**config.mk**
```make
export PLATFORM = sky130hd
export DESIGN_NAME = bcs_regs
export DESIGN_NICKNAME = d
export VERILOG_FILES = /design/src/rtl/bcs_pkg.sv /design/src/rtl/bcs_regs.sv /design/src/rtl/bcs_event_flag.sv
export VERILOG_INCLUDE_DIRS = /design/src /design/src/rtl
export SDC_FILE = /design/constraint.sdc
export NUM_CORES = 1
export LEC_CHECK = 0
export BUFFER_PORTS_ARGS = -buffer_cell sky130_fd_sc_hd__buf_2
export CORE_UTILIZATION = 44
export CTS_CLUSTER_DIAMETER = 80
export DETAILED_ROUTE_END_ITERATION = 6
export PLACE_DENSITY = 0.84
export SLEW_MARGIN = 40
export SYNTH_ARGS = -nofsm -noshare
export SYNTH_HDL_FRONTEND = slang
export SYNTH_SLANG_ARGS = --single-unit
export TNS_END_PERCENT = 10
```
**constraint.sdc**
```tcl
create_clock -name sys_clk -period 1.2 [get_ports sys_clk]
set_input_delay 0.06 -clock sys_clk [delete_from_list [all_inputs] [get_ports sys_clk]]
set_output_delay 0.06 -clock sys_clk [all_outputs]
set_load 0.01 [all_outputs]
```
**src/rtl/bcs_params.svh**
```systemverilog
// Offsets, field positions, reset values of the converter control and status registers
`ifndef BCS_PARAMS_SVH
`define BCS_PARAMS_SVH

// ----------------------------------------------------------------
// Register offsets
// ----------------------------------------------------------------
`define BCS_OFS_DISCHARGE      8'h12
`define BCS_OFS_SWITCH_MODE    8'h14
`define BCS_OFS_CURRENT_LIMIT  8'h16
`define BCS_OFS_FAULT_FLAGS    8'h18

// ----------------------------------------------------------------
// Field positions
// ----------------------------------------------------------------
`define BCS_POS_DISCHARGE      4
`define BCS_POS_LOW_SET_MODE   7
`define BCS_POS_HIGH_SET_MODE  6
`define BCS_POS_ILIM_MSB       7
`define BCS_POS_ILIM_LSB       6
`define BCS_POS_OVERCURRENT    7
`define BCS_POS_SHORT_CIRCUIT  4
`define BCS_POS_INPUT_UV       1

// ----------------------------------------------------------------
// Reset values
// ----------------------------------------------------------------
`define BCS_RST_DISCHARGE      1'h1
`define BCS_RST_LOW_SET_MODE   1'h0
`define BCS_RST_HIGH_SET_MODE  1'h0
`define BCS_RST_ILIM_CODE      2'h3
`define BCS_RST_FLAG           1'h0
`define BCS_RST_RDATA          8'h00

`endif

```
**src/rtl/bcs_pkg.sv**
```systemverilog
// Types shared by the converter control and status register bank
package bcs_pkg;

    // Register access from the serial interface engine
    typedef struct packed {
        logic [7:0] addr;
        logic       wr;
        logic       rd;
        logic [7:0] wdata;
    } bcs_reg_req_s;

    // Protection events and their recorded flags
    typedef struct packed {
        logic overcurrent;
        logic short_circuit;
        logic input_undervoltage;
    } bcs_fault_s;

    // Switching behaviour requested of the power stage
    typedef enum logic {
        BCS_MODE_AUTO,
        BCS_MODE_FORCED_PWM
    } bcs_sw_mode_e;

    // Inductor peak current limit code: 00 4.7A, 01 5.2A, 10 5.7A, 11 6.2A
    typedef logic [1:0] bcs_ilim_t;

endpackage : bcs_pkg

```
**src/rtl/bcs_regs.sv**
```systemverilog
// Control and status register bank of the step-down converter
//
// Function
// On turn-off, connect switch-node discharge only if discharge bit 4 set; resets 1.
// Host should clear discharge bit when a standby supply sits on the output.
// Select pin low: low-set mode bit 7 picks auto (0) or forced PWM (1).
// Select pin high: high-set mode bit 6 picks auto (0) or forced PWM (1).
// Two-bit code bits 7:6 selects peak limit 4.7/5.2/5.7/6.2 A; resets 11.
// Overcurrent event sets flag bit 7; reads 0 while nothing recorded.
// Output short-circuit event sets flag bit 4; otherwise reads 0.
// Input undervoltage after enable sets flag bit 1.
// Select pin chooses low voltage set when low, high set when high.
// Event flags stay set until host writes 0; writing 1 creates nothing.
// Reserved bits ignore writes and read as zero.
`timescale 1ns/10ps
`include "bcs_params.svh"


module bcs_regs
(
    input  wire logic                 sys_clk,
    input  wire logic                 arst_n,
    input  wire bcs_pkg::bcs_reg_req_s reg_req,
    output logic [7:0]                reg_rdata,
    input  wire logic                 voltage_set_select_pin,
    input  wire logic                 converter_enabled,
    input  wire bcs_pkg::bcs_fault_s  fault_event,
    output logic                      discharge_path_en,
    output logic                      high_set_active,
    output bcs_pkg::bcs_sw_mode_e     switch_mode,
    output bcs_pkg::bcs_ilim_t        inductor_current_limit_code,
    output bcs_pkg::bcs_fault_s       fault_flags
);

    // ----------------------------------------------------------------
    // Decode helpers
    // ----------------------------------------------------------------
    // Offset match, shared by the write and read decoders
    function automatic logic hit(input logic [7:0] addr, input logic [7:0] ofs);
        hit = (addr == ofs);
    endfunction : hit

    function automatic bcs_pkg::bcs_sw_mode_e mode_of(input logic forced);
        mode_of = forced ? bcs_pkg::BCS_MODE_FORCED_PWM : bcs_pkg::BCS_MODE_AUTO;
    endfunction : mode_of

    // ----------------------------------------------------------------
    // Register storage
    // ----------------------------------------------------------------
    logic               discharge_q;
    logic               low_set_mode_bit_q;
    logic               high_set_mode_bit_q;
    bcs_pkg::bcs_ilim_t ilim_code_q;
    logic [2:0]         flag_q;
    logic [2:0]         event_vec;
    logic [2:0]         flag_wbit;
    logic [7:0]         rdata_d;
    logic               flags_wr;
    logic               sel_forced;

    // ----------------------------------------------------------------
    // Discharge control
    // ----------------------------------------------------------------
    // discharge bit store
    // only bit 4 is stored, other bits of the word are dropped
    always_ff @(posedge sys_clk or negedge arst_n)
    begin
        if (!arst_n)
        begin
            discharge_q <= `BCS_RST_DISCHARGE;
        end
        else if (reg_req.wr && hit(reg_req.addr, `BCS_OFS_DISCHARGE))
        begin
            discharge_q <= reg_req.wdata[`BCS_POS_DISCHARGE];
        end
    end

    // ----------------------------------------------------------------
    // Switching mode bits
    // ----------------------------------------------------------------
    // mode bit store
    always_ff @(posedge sys_clk or negedge arst_n)
    begin
        if (!arst_n)
        begin
            low_set_mode_bit_q  <= `BCS_RST_LOW_SET_MODE;
            high_set_mode_bit_q <= `BCS_RST_HIGH_SET_MODE;
        end
        else if (reg_req.wr && hit(reg_req.addr, `BCS_OFS_SWITCH_MODE))
        begin
            low_set_mode_bit_q  <= reg_req.wdata[`BCS_POS_LOW_SET_MODE];
            high_set_mode_bit_q <= reg_req.wdata[`BCS_POS_HIGH_SET_MODE];
        end
    end

    // ----------------------------------------------------------------
    // Peak current limit code
    // ----------------------------------------------------------------
    // limit code store
    always_ff @(posedge sys_clk or negedge arst_n)
    begin
        if (!arst_n)
        begin
            ilim_code_q <= `BCS_RST_ILIM_CODE;
        end
        else if (reg_req.wr && hit(reg_req.addr, `BCS_OFS_CURRENT_LIMIT))
        begin
            ilim_code_q <= reg_req.wdata[`BCS_POS_ILIM_MSB:`BCS_POS_ILIM_LSB];
        end
    end

    // ----------------------------------------------------------------
    // Event flags
    // ----------------------------------------------------------------
    assign flags_wr = reg_req.wr && hit(reg_req.addr, `BCS_OFS_FAULT_FLAGS);

    // overcurrent
    assign event_vec[2] = fault_event.overcurrent;
    // short circuit
    assign event_vec[1] = fault_event.short_circuit;
    // undervoltage counts only once enabled
    assign event_vec[0] = fault_event.input_undervoltage && converter_enabled;

    // a zero in the flag position clears it
    assign flag_wbit[2] = reg_req.wdata[`BCS_POS_OVERCURRENT];
    assign flag_wbit[1] = reg_req.wdata[`BCS_POS_SHORT_CIRCUIT];
    assign flag_wbit[0] = reg_req.wdata[`BCS_POS_INPUT_UV];

    // sticky, cleared by a zero write
    generate
        for (genvar i = 0; i < 3; i++)
        begin : g_flag
            bcs_event_flag u_flag
            (
                .sys_clk   (sys_clk),
                .arst_n    (arst_n),
                .event_in  (event_vec[i]),
                .clear_wr  (flags_wr),
                .clear_bit (flag_wbit[i]),
                .flag_q    (flag_q[i])
            );
        end
    endgenerate

    // ----------------------------------------------------------------
    // Read path
    // ----------------------------------------------------------------
    // reserved and unmapped bits read zero
    always_comb
    begin
        rdata_d = 8'h00;
        if (hit(reg_req.addr, `BCS_OFS_DISCHARGE))
        begin
            rdata_d[`BCS_POS_DISCHARGE] = discharge_q;
        end
        else if (hit(reg_req.addr, `BCS_OFS_SWITCH_MODE))
        begin
            rdata_d[`BCS_POS_LOW_SET_MODE]  = low_set_mode_bit_q;
            rdata_d[`BCS_POS_HIGH_SET_MODE] = high_set_mode_bit_q;
        end
        else if (hit(reg_req.addr, `BCS_OFS_CURRENT_LIMIT))
        begin
            rdata_d[`BCS_POS_ILIM_MSB:`BCS_POS_ILIM_LSB] = ilim_code_q;
        end
        else if (hit(reg_req.addr, `BCS_OFS_FAULT_FLAGS))
        begin
            rdata_d[`BCS_POS_OVERCURRENT]   = flag_q[2];
            rdata_d[`BCS_POS_SHORT_CIRCUIT] = flag_q[1];
            rdata_d[`BCS_POS_INPUT_UV]      = flag_q[0];
        end
    end

    // Holds the last read until the next read request
    always_ff @(posedge sys_clk or negedge arst_n)
    begin
        if (!arst_n)
        begin
            reg_rdata <= `BCS_RST_RDATA;
        end
        else if (reg_req.rd)
        begin
            reg_rdata <= rdata_d;
        end
    end

    // ----------------------------------------------------------------
    // Power stage controls
    // ----------------------------------------------------------------
    // mode bit of the selected set
    assign sel_forced = voltage_set_select_pin ? high_set_mode_bit_q : low_set_mode_bit_q;

    always_ff @(posedge sys_clk or negedge arst_n)
    begin
        if (!arst_n)
        begin
            discharge_path_en           <= 1'b0;
            high_set_active             <= 1'b0;
            switch_mode                 <= bcs_pkg::BCS_MODE_AUTO;
            inductor_current_limit_code <= `BCS_RST_ILIM_CODE;
        end
        else
        begin
            // discharge only while off and enabled by the bit
            discharge_path_en           <= !converter_enabled && discharge_q;
            // set selection follows the pin
            high_set_active             <= voltage_set_select_pin;
            // selected set governs switching
            switch_mode                 <= mode_of(sel_forced);
            // limit code to the current comparator
            inductor_current_limit_code <= ilim_code_q;
        end
    end

    // ----------------------------------------------------------------
    // Flag outputs
    // ----------------------------------------------------------------
    // recorded flags to the power stage
    assign fault_flags.overcurrent        = flag_q[2];
    assign fault_flags.short_circuit      = flag_q[1];
    assign fault_flags.input_undervoltage = flag_q[0];

endmodule : bcs_regs

```
**src/rtl/bcs_event_flag.sv**
```systemverilog
// Sticky protection event flag, cleared by writing zero
`timescale 1ns/10ps
`include "bcs_params.svh"

module bcs_event_flag
(
    input  wire logic sys_clk,
    input  wire logic arst_n,
    input  wire logic event_in,
    input  wire logic clear_wr,
    input  wire logic clear_bit,
    output logic      flag_q
);

    logic flag_d;

    // Set wins over a clear in the same cycle; writing one changes nothing
    always_comb
    begin
        flag_d = flag_q;
        if (clear_wr && !clear_bit)
        begin
            flag_d = 1'b0;
        end
        if (event_in)
        begin
            flag_d = 1'b1;
        end
    end

    always_ff @(posedge sys_clk or negedge arst_n)
    begin
        if (!arst_n)
        begin
            flag_q <= `BCS_RST_FLAG;
        end
        else
        begin
            flag_q <= flag_d;
        end
    end

endmodule : bcs_event_flag

```
==> flow_summary_export.csv, run 1 <==
group,metric,value,unit
pwr,p_leak,0.562,nW
yosys,synthAdderAreaFrac,0,
setup_path,cp-start-kind,"flop",
final_layout,multi_input_area,348,sq um
final_layout,fillers,162,
route,via_count,712,
die,dieArea,2110,sq um
sta,timing.final.crit_share,0.905,
yosys,yosys_most_used_dff,"dfrtp_1",
die,start_util,0.482,
setup_path,crit_fanout,3,
grt,antenna_found_initial,0,
grt,grt_max_degree,18,
yosys,synth.ff_latch_count,17,
sta,period_needed,1.09,ns
grt,grt_usage,0.188,
final_layout,synthToLayoutAreaGrowth,30.0,%
yosys,syn_inst,74,
setup_path,ff2ff_setup_slack,0.11,ns
final_layout,drive_above_1_share,0.451,
place,numPlacedInstances,127,
yosys,synth_xor_area_frac,0,
route,avgViaCountPerCell,5.16,
place,pre_cts_ws,-0.119,ns
place,place_hpwl,1.25,mm
place,gp_congestion,0.797,
route,finalWirelength,1.75,mm
setup_path,critPathRequiredTime,1.38,ns
cts,clock-sinks,17,
die,coreArea,1760,sq um
sta,fmax,0.921,GHz
cts,cts_tree,"done",
grt,grt_pass1_wl,2.64,mm
sta,fin_ws,0.114,ns
sta,whs,0.0234,ns
route,ant_nets,0,
setup_path,crit_path_end_kind,"flop",
place,io_buffer_count,32,
sta,hold_violations,0,
yosys,ys_top_cells_by_count,"dfrtp_1, buf_4, dfstp_2",
yosys,synth_simple_gate_area_share,0.210,
yosys,muxShareOfSynthArea,0.0926,
die,chipHeight,46.0,um
setup_path,critPathKind,"reg -> reg",
cts,cts_htree_levels,1,
final_layout,antenna_cells,0,
run_status,status,"completed",
final_layout,final_cells,138,
yosys,synthArstFlopShare,1.00,
die,io-pin-count,41,
pwr,peakVddDrop,0.619,mV
grt,grt_pass1_vias,592,
route,drt_iter0_markers,13,
final_layout,regArea,432,sq um
die,die_w,46.0,um
yosys,synth_edf_count,0,
route,drt-pass1-iter-count,4,
die,row_count,15,
cts,clk_path_buf_depth,2,
job,cap_violations,0,
hold_path,whs_path_depth,2,
yosys,synth_cell_types,29,
setup_path,rr_worst_depth,4,
cts,clk_pin_slew_worst_paths,0.10,ns
cts,cts_buffers,3,
route,drcViolationCount,0,
yosys,synth_top_family_by_area,"simple AND/OR/NAND/NOR gates",
yosys,yosysMostFrequentCell,"dfrtp_1",
final_layout,finalNetCount,139,
yosys,ys_warn_count,0,
sta,finClkSkew,0.00148,ns
yosys,yosysTopAreaCellShare,0.353,
cts,clockRootBuffer,"clkbuf_4",
route,avgRoutedWirePerCell,12.7,um
sta,setup_viol,0,
yosys,netlist_area,851,sq um
grt,overflow,0,
yosys,synthTopCellsByArea,"dfrtp_1, dfstp_2, buf_4",
setup_path,critical_path_arrival,1.26,ns
sta,rsz0062_at_grt,"no",
yosys,synth_compound_area_frac,0.0809,
pwr,powerDensity,949,nW/um^2
yosys,yosysSeqAreaShare,0.507,
hold_path,worstHoldPathType,"in -> reg",
sta,slew_violations,0,
cts,clk_latency,0.29,ns
yosys,synth_largest_area_cell,"dfrtp_1",
yosys,avgSynthCellArea,11.5,sq um
==> state kept, by name, indices dropped and copies added, names as in the netlist <==
register,cells
discharge_path_en,1
discharge_q,1
g_flag.u_flag.flag_q,3
high_set_active,1
high_set_mode_bit_q,1
ilim_code_q,2
inductor_current_limit_code,2
low_set_mode_bit_q,1
reg_rdata,4
switch_mode,1
==> power breakdown <==
| group | switching [mW] | internal [mW] |
|---|---|---|
| Sequential | 0.00801 | 0.595 |
| Clock | 0.178 | 0.124 |
| Combinational | 0.0746 | 0.0706 |
| Total | 0.260 | 0.790 |
==> cells in the final DEF (no fill, tap or decap), drive strengths merged, types with 3 or more instances in the layout <==
master / count
conb: 4
dfstp: 5
nor2: 4
clkbuf: 3
inv: 4
mux2: 7
nand3: 4
buf: 35
dlygate4sd3: 7
dfrtp: 12
o21ai: 3
nand4: 4
==> worst max-delay path, cell delays in order, from the launching register on <==
cell	delay, ns
dfrtp_1	0.42
nor4b_2	0.25
a21oi_1	0.06
a31oi_1	0.18
a31oi_1	0.06
==> timing repair <==
action | 4_1_cts | 5_1_grt
hold endpoints to repair | 23 | 0
hold buffers | 7 | 0
setup endpoints to repair | 0 | 1
setup buffers | 0 | 0
gates resized for setup | 0 | 1
==> final timing paths <==
path,start,endpoint
worst min-delay path,reg_req[4],discharge_q$_DFFE_PN1P_
min in group asynchronous,arst_n,low_set_mode_bit_q$_DFFE_PN0P_
worst max register to register,low_set_mode_bit_q$_DFFE_PN0P_,reg_rdata[7]$_DFFE_PN0P_
worst min register to register,ilim_code_q[0]$_DFFE_PN1P_,inductor_current_limit_code[0]$_DFF_PN1_
max in group asynchronous,arst_n,discharge_q$_DFFE_PN1P_
worst max-delay path,low_set_mode_bit_q$_DFFE_PN0P_,reg_rdata[7]$_DFFE_PN0P_
==> cell type report <==
| class | instances | area share |
|---|---|---|
| Tap cell | 25 | 0.0283 |
| Clock inverter | 1 | 0.00452 |
| Clock buffer | 3 | 0.0204 |
| Timing Repair Buffer | 42 | 0.229 |
| Inverter | 4 | 0.0136 |
| Multi-Input combinational cell | 46 | 0.314 |
| Sequential cell | 17 | 0.390 |
==> per-stage QoR <==
| step | setup TNS (ns) | util | instance area [sq um] | power, mW |
|---|---|---|---|---|
| finish | 0 | 0.627 | 1110 | 1.05 |
| global placement | -0.563 | 0.568 | 1000 | 0.733 |
| detailed placement | -0.781 | 0.568 | 1000 | 0.738 |
| floorplan | 0 | - | 862 | 0.678 |
| global route | 0 | 0.627 | 1110 | 1.10 |
| CTS | 0 | 0.623 | 1100 | 1.05 |
==> metal layers <==
layer,up-vias,global-route usage,share of wire
li1,330,-,-
met1,337,0.227,0.41
met2,36,0.290,0.50
met3,9,0.0397,0.045
met4,0,0.141,0.045
met5,-,0,0
==> cells by family (layout without fill, tap and decap cells) <==
| kind of cell | Yosys count | in the layout |
|---|---|---|
| AOI/OAI and AO/OA | 11 | 11 |
| buffers and inverters | 14 | 50 |
| DFF | 17 | 17 |
| muxes | 7 | 7 |
| other | 1 | 4 |
| and+or+nand+nor | 24 | 24 |
Note: power is estimated with default switching activity, not from simulation.
==> run 2, diff against run 1 <==
- ABC_AREA: default -> 1
==> run 2 against run 1 <==
Compared with the run above:
- total power increased by 0.88%
- worst setup slack better by 0.092 ns
- sequential power hardly changed
- sequential share of layout area decreased by 0.52 points
- critical path depth decreased by 3
- flip-flop and latch count is the same
- clock skew is 0.0067 ns higher
- critical endpoint is now inductor_current_limit_code[0]
- non-clock buffer count increased by 2
- critical path type is now reg -> out
- clock power rose by 3%
- combinational power about the same
==> flow_summary_export.csv, run 2 <==
group,metric,value,unit
cts,cts_buffers,3,
setup_path,cp-start-kind,"flop",
cts,cts_tree,"done",
yosys,netlist_area,835,sq um
sta,timing.final.crit_share,0.829,
yosys,yosysTopAreaCellShare,0.360,
die,row_count,15,
route,ant_nets,0,
pwr,seq_power_share,0.570,
route,via_count,715,
setup_path,cpMaxStageDelayCell,"dfstp_2",
final_layout,final_common_cell,"buf_2",
yosys,ys_warn_count,0,
setup_path,crit_chain,"buf_2",
hold_path,worstHoldPathType,"in -> reg",
yosys,synth_cell_types,17,
place,gp_congestion,0.729,
yosys,synth_top_family_by_area,"simple AND/OR/NAND/NOR gates",
pwr,p_leak,0.581,nW
yosys,synthAdderAreaFrac,0,
setup_path,critPathMaxStageDelay,0.52,ns
yosys,ys_top_cells_by_count,"nand2_1, dfrtp_1, inv_1",
pwr,clockPowerShare,0.294,
pwr,switching_share,0.253,
setup_path,critical_path_arrival,0.93,ns
yosys,yosys_most_used_dff,"dfrtp_1",
setup_path,rr_worst_depth,4,
route,drt_iter0_markers,17,
final_layout,regMostFlops,"reg_rdata",
sta,finClkSkew,0.00819,ns
setup_path,path_delay_family,"flip-flops",
yosys,synthArstFlopShare,1.00,
setup_path,critPathKind,"reg -> out",
final_layout,antenna_cells,0,
setup_path,ff2ff_setup_slack,0.33,ns
setup_path,startpoint,"inductor_current_limit_code[0]$_DFF_PN1_",
job,cap_violations,0,
setup_path,crit_fanout,1,
setup_path,reg2reg_to,"reg_rdata[7]$_DFFE_PN0P_",
setup_path,crit_cells,1,
sta,setup_viol,0,
cts,clockRootBuffer,"clkbuf_4",
cts,clk_pin_slew_worst_paths,0.11,ns
cts,cts_setup_buffers,0,
grt,grt_pass1_vias,644,
run_status,status,"completed",
grt,grt_pass1_wl,2.49,mm
yosys,synth_compound_area_frac,0.0540,
yosys,synth_largest_area_cell,"dfrtp_1",
pwr,power_switching,268,uW
setup_path,critPathRequiredTime,1.14,ns
route,avgRoutedWirePerCell,9.96,um
cts,cts_htree_levels,1,
yosys,synth.ff_latch_count,17,
grt,grt_max_degree,18,
die,dieArea,2070,sq um
yosys,muxShareOfSynthArea,0.0135,
setup_path,crit_path_end,"inductor_current_limit_code[0]",
place,place_hpwl,1.19,mm
route,drt-pass1-iter-count,4,
final_layout,synthToLayoutAreaGrowth,34.3,%
pwr,p_int,792,uW
die,chipHeight,45.6,um
die,io-pin-count,41,
cts,clk_path_buf_depth,2,
sta,rsz0062_at_grt,"no",
cts,clk_latency,0.29,ns
final_layout,drive_above_1_share,0.396,
setup_path,crit_path_end_kind,"output pin",
yosys,yosysSeqAreaShare,0.517,
sta,setup_tns,0,ns
yosys,synth_simple_gate_area_share,0.276,
final_layout,layout_common_cells,"buf_2, nand2_1, dfrtp_1, dlygate4sd3_1, inv_1",
yosys,synth_edf_count,0,
grt,antenna_found_initial,0,
yosys,yosysMostFrequentCell,"nand2_1",
route,avgViaCountPerCell,4.36,
die,coreArea,1750,sq um
final_layout,finalNetCount,165,
sta,slew_violations,0,
route,finalWirelength,1.63,mm
sta,fmax,1.01,GHz
place,numPlacedInstances,149,
yosys,avgSynthCellArea,8.69,sq um
setup_path,regToRegStartpoint,"ilim_code_q[1]$_DFFE_PN1P_",
pwr,p_comb_frac,0.136,
final_layout,largest_reg_flops,4,
place,io_buffer_count,32,
pwr,powerDensity,945,nW/um^2
sta,period_needed,0.994,ns
pwr,peakVddDrop,0.488,mV
yosys,syn_inst,96,
grt,grt_usage,0.173,
setup_path,path_buf_inv,1,
sta,hold_violations,0,
final_layout,reg.largest.list,"reg_rdata (4), g_flag.u_flag.flag_q (3)",
yosys,synth_xor_area_frac,0,
die,die_w,45.6,um
cts,cts_resized,0,
grt,overflow,0,
die,start_util,0.478,
yosys,synthTopCellsByArea,"dfrtp_1, dfstp_2, nand2_1",
route,drcViolationCount,0,
cts,clock-sinks,17,
final_layout,final_cells,164,
hold_path,holdCritStartpoint,"reg_req[9]",
-- run 2: changes by cell type after synthesis, sizes merged, moves of 3 or more --
cell   before  now
nor2        4    7
inv         4   13
o21ai       3    8
nand2       1   27
mux2        7    1
nand3       4   13
nand4       4    0
-- run 2: cell families after synthesis --
group           after synthesis
flops                        17
simple gates                 47
compound gates                9
buf+inv                      21
other cells                   1
mux                           1
-- run 2: layer usage --
metal,part of all wire,global-route usage
met5,0,0
met4,0.018,0.103
met3,0.053,0.0397
met2,0.49,0.286
met1,0.44,0.201
-- run 2: timing repair --
item / in CTS / in global routing
setup endpoints to repair: 0 / 0
hold buffers: 11 / 0
endpoints found under the hold margin: 25 / 0
-- run 2: worst reg2reg max path, cell delays in order, from the launching register on --
cell	delay, ns
dfstp_2	0.57
nand3_2	0.08
nand3_1	0.09
nand2_1	0.05
nand2_1	0.05
-- run 2: cell type report --
class	count	area (sq um)
clock inverters	1	7.51
clock buffers	3	22.5
inverters	13	48.8
fillers	155	624
repair buffers	44	278
multi-input cells	61	302
flip-flops and latches	17	432
well taps	25	31.3
-- run 2: through the flow --
| stage | total power [mW] | hold slack, ns | setup WS, ns | cell area [sq um] | util |
|---|---|---|---|---|---|
| after floorplan | 0.676 | -0.236 | 0.392 | 846 | - |
| after global placement | 0.727 | -0.0118 | 0.263 | 981 | 0.562 |
| after detailed placement | 0.732 | -0.0000339 | 0.237 | 981 | 0.562 |
| after CTS | 1.07 | 0.0397 | 0.192 | 1120 | 0.642 |
| after global routing | 1.11 | 0.0538 | 0.154 | 1120 | 0.642 |
| final | 1.06 | 0.0483 | 0.206 | 1120 | 0.642 |
-- run 2: power by group through the flow --
stage                     clock [mW]  combinational [mW]  sequential (mW)
final                          0.311               0.144            0.604
after global routing           0.344               0.161            0.607
after floorplan                    0              0.0578            0.619
after detailed placement           0               0.116            0.615
after global placement             0               0.113            0.614
after CTS                      0.324               0.145            0.605
-- run 2: how the worst min path moves through the flow --
stage	depth (start not counted)	end
global placement	1	reg_rdata[6]$_DFFE_PN0P_
floorplan	0	discharge_path_en$_DFF_PN0_
finish	3	discharge_q$_DFFE_PN1P_
CTS	3	discharge_q$_DFFE_PN1P_
detailed placement	1	reg_rdata[6]$_DFFE_PN0P_
global route	3	discharge_q$_DFFE_PN1P_
==> run 3, diff against run 2 <==
- CORE_UTILIZATION: 44 -> 40
- PLACE_DENSITY: 0.84 -> 0.81
- clock period: 1.2 -> 0.8 ns (I/O delays scaled with it)
==> run 3 against run 2 <==
Compared with the run above:
- largest cell class unchanged
- sequential share of layout area down 1.0 points
- die area up 9.5%
- non-clock buffer count up 1
- global-route usage down 1.2 points
- critical endpoint is now inductor_current_limit_code[1]
- via count up 4.9%
- clock skew down 0.0036 ns
- the run now ends with setup timing left
==> flow_summary_export.csv, run 3 (synthesized netlist as in run 2, its figures left out) <==
group,metric,value,unit
grt,grt_pass1_vias,627,
grt,grt_max_degree,18,
final_layout,regMostFlops,"reg_rdata",
sta,period_needed,0.953,ns
route,drt-pass1-iter-count,4,
die,die_w,47.7,um
place,gp_congestion,0.769,
final_layout,largest_reg_flops,4,
final_layout,finalNetCount,166,
sta,finClkSkew,0.00456,ns
pwr,peakVddDrop,0.700,mV
route,ant_nets,0,
die,coreArea,1960,sq um
setup_path,regToRegStartpoint,"ilim_code_q[0]$_DFFE_PN1P_",
cts,cts_setup_buffers,0,
setup_path,ff2ff_setup_slack,-0.06,ns
grt,grt_usage,0.161,
cts,cts_tree,"done",
die,start_util,0.425,
die,row_count,16,
sta,slew_violations,0,
die,io-pin-count,41,
setup_path,path_buf_inv,1,
job,cap_violations,0,
place,place_hpwl,1.25,mm
sta,fin_ws,-0.153,ns
die,chipHeight,47.7,um
grt,grt_pass1_wl,2.50,mm
final_layout,post-route-util,0.587,
route,via_count,750,
place,io_buffer_count,32,
setup_path,critPathMaxStageDelay,0.54,ns
setup_path,crit_chain,"buf_6",
setup_path,cpMaxStageDelayCell,"dfstp_2",
setup_path,cp-start-kind,"flop",
cts,cts_buffers,3,
setup_path,crit_path_end,"inductor_current_limit_code[1]",
cts,cts_htree_levels,1,
hold_path,worstHoldPathType,"in -> reg",
setup_path,critical_path_arrival,0.91,ns
final_layout,antenna_cells,0,
sta,setup_viol,15,
setup_path,critPathKind,"reg -> out",
cts,clockRootBuffer,"clkbuf_4",
cts,clock-sinks,17,
final_layout,design_area,1150,sq um
sta,rsz0062_at_grt,"yes",
sta,hold_violations,0,
route,drt_iter0_markers,19,
route,drcViolationCount,0,
cts,clk_pin_slew_worst_paths,0.09,ns
setup_path,rr_worst_depth,4,
route,finalWirelength,1.67,mm
setup_path,crit_cells,1,
pwr,powerDensity,1360,nW/um^2
grt,antenna_found_initial,0,
pwr,p_leak,0.603,nW
setup_path,startpoint,"inductor_current_limit_code[1]$_DFF_PN1_",
die,dieArea,2270,sq um
grt,overflow,0,
setup_path,crit_fanout,1,
setup_path,crit_path_end_kind,"output pin",
setup_path,reg2reg_to,"reg_rdata[6]$_DFFE_PN0P_",
route,avgViaCountPerCell,4.49,
sta,timing.final.crit_share,1.19,
final_layout,synthToLayoutAreaGrowth,37.9,%
cts,clk_latency,0.28,ns
route,avgRoutedWirePerCell,9.97,um
final_layout,drive_above_1_share,0.429,
run_status,status,"finished with violations",
setup_path,path_delay_family,"flip-flops",
place,dpl-instance-area,998,sq um
sta,fmax,1.05,GHz
final_layout,reg.largest.list,"reg_rdata (4), g_flag.u_flag.flag_q (3)",
final_layout,final_common_cell,"buf_2",
setup_path,critPathRequiredTime,0.76,ns
run_status,failed_checks,"setup timing",
sta,setup_tns,-0.913,ns
cts,clk_path_buf_depth,2,
final_layout,layout_common_cells,"buf_2, nand2_1, dfrtp_1, inv_1, dlygate4sd3_1",
run 3: changes by cell type in the layout (fill, tap and decap cells not counted), sizes merged:
cell and change:
dlygate4sd3 -1, clkinvlp -1, buf +2, clkinv +1
run 3: report_power, final:
part / internal [mW] / switching (mW)
registers: 0.894 / 0.0146
logic: 0.110 / 0.115
clock network: 0.186 / 0.246
run 3: metrics by stage:
stage	hold WS, ns	power, mW	setup WS [ns]	cells
final	0.0138	1.57	-0.153	167
after global routing	0.0247	1.65	-0.188	167
after CTS	0.00337	1.57	-0.154	167
after detailed placement	-0.0343	1.10	-0.0737	153
after global placement	-0.0288	1.10	-0.0511	153
after floorplan	-0.256	1.01	0.00495	99
run 3: area by class of cell:
class | instances | area [sq um]
fill | 197 | 811
sequential | 17 | 432
multi-input combinational | 61 | 314
timing repair buffer | 45 | 295
inverter | 13 | 48.8
tap | 27 | 33.8
clock buffer | 3 | 22.5
clock inverter | 1 | 5.00
run 3: worst min-delay path by stage:
stage,start,endpoint,slack (ns),depth (start not counted)
floorplan,arst_n,discharge_path_en$_DFF_PN0_,-0.26,0
global placement,arst_n,high_set_active$_DFF_PN0_,-0.03,1
detailed placement,arst_n,high_set_active$_DFF_PN0_,-0.03,1
CTS,voltage_set_select_pin,switch_mode$_DFF_PN0_,0.003,2
global route,voltage_set_select_pin,switch_mode$_DFF_PN0_,0.02,2
finish,reg_req[7],ilim_code_q[1]$_DFFE_PN1P_,0.01,3
run 3: what timing repair did:
action | CTS | global route
hold endpoints to repair | 26 | 0
hold buffers | 10 | 0
resized for setup | 3 | 2
setup endpoints to repair | 15 | 18
pin swaps | 2 | 0
run 3: layer usage:
| metal | GRT usage | share of wire | vias up |
|---|---|---|---|
| li1 | - | - | 375 |
| met1 | 0.198 | 0.43 | 336 |
| met2 | 0.260 | 0.49 | 35 |
| met3 | 0.0415 | 0.062 | 4 |
| met4 | 0.0833 | 0.013 | 0 |
| met5 | 0 | 0 | - |
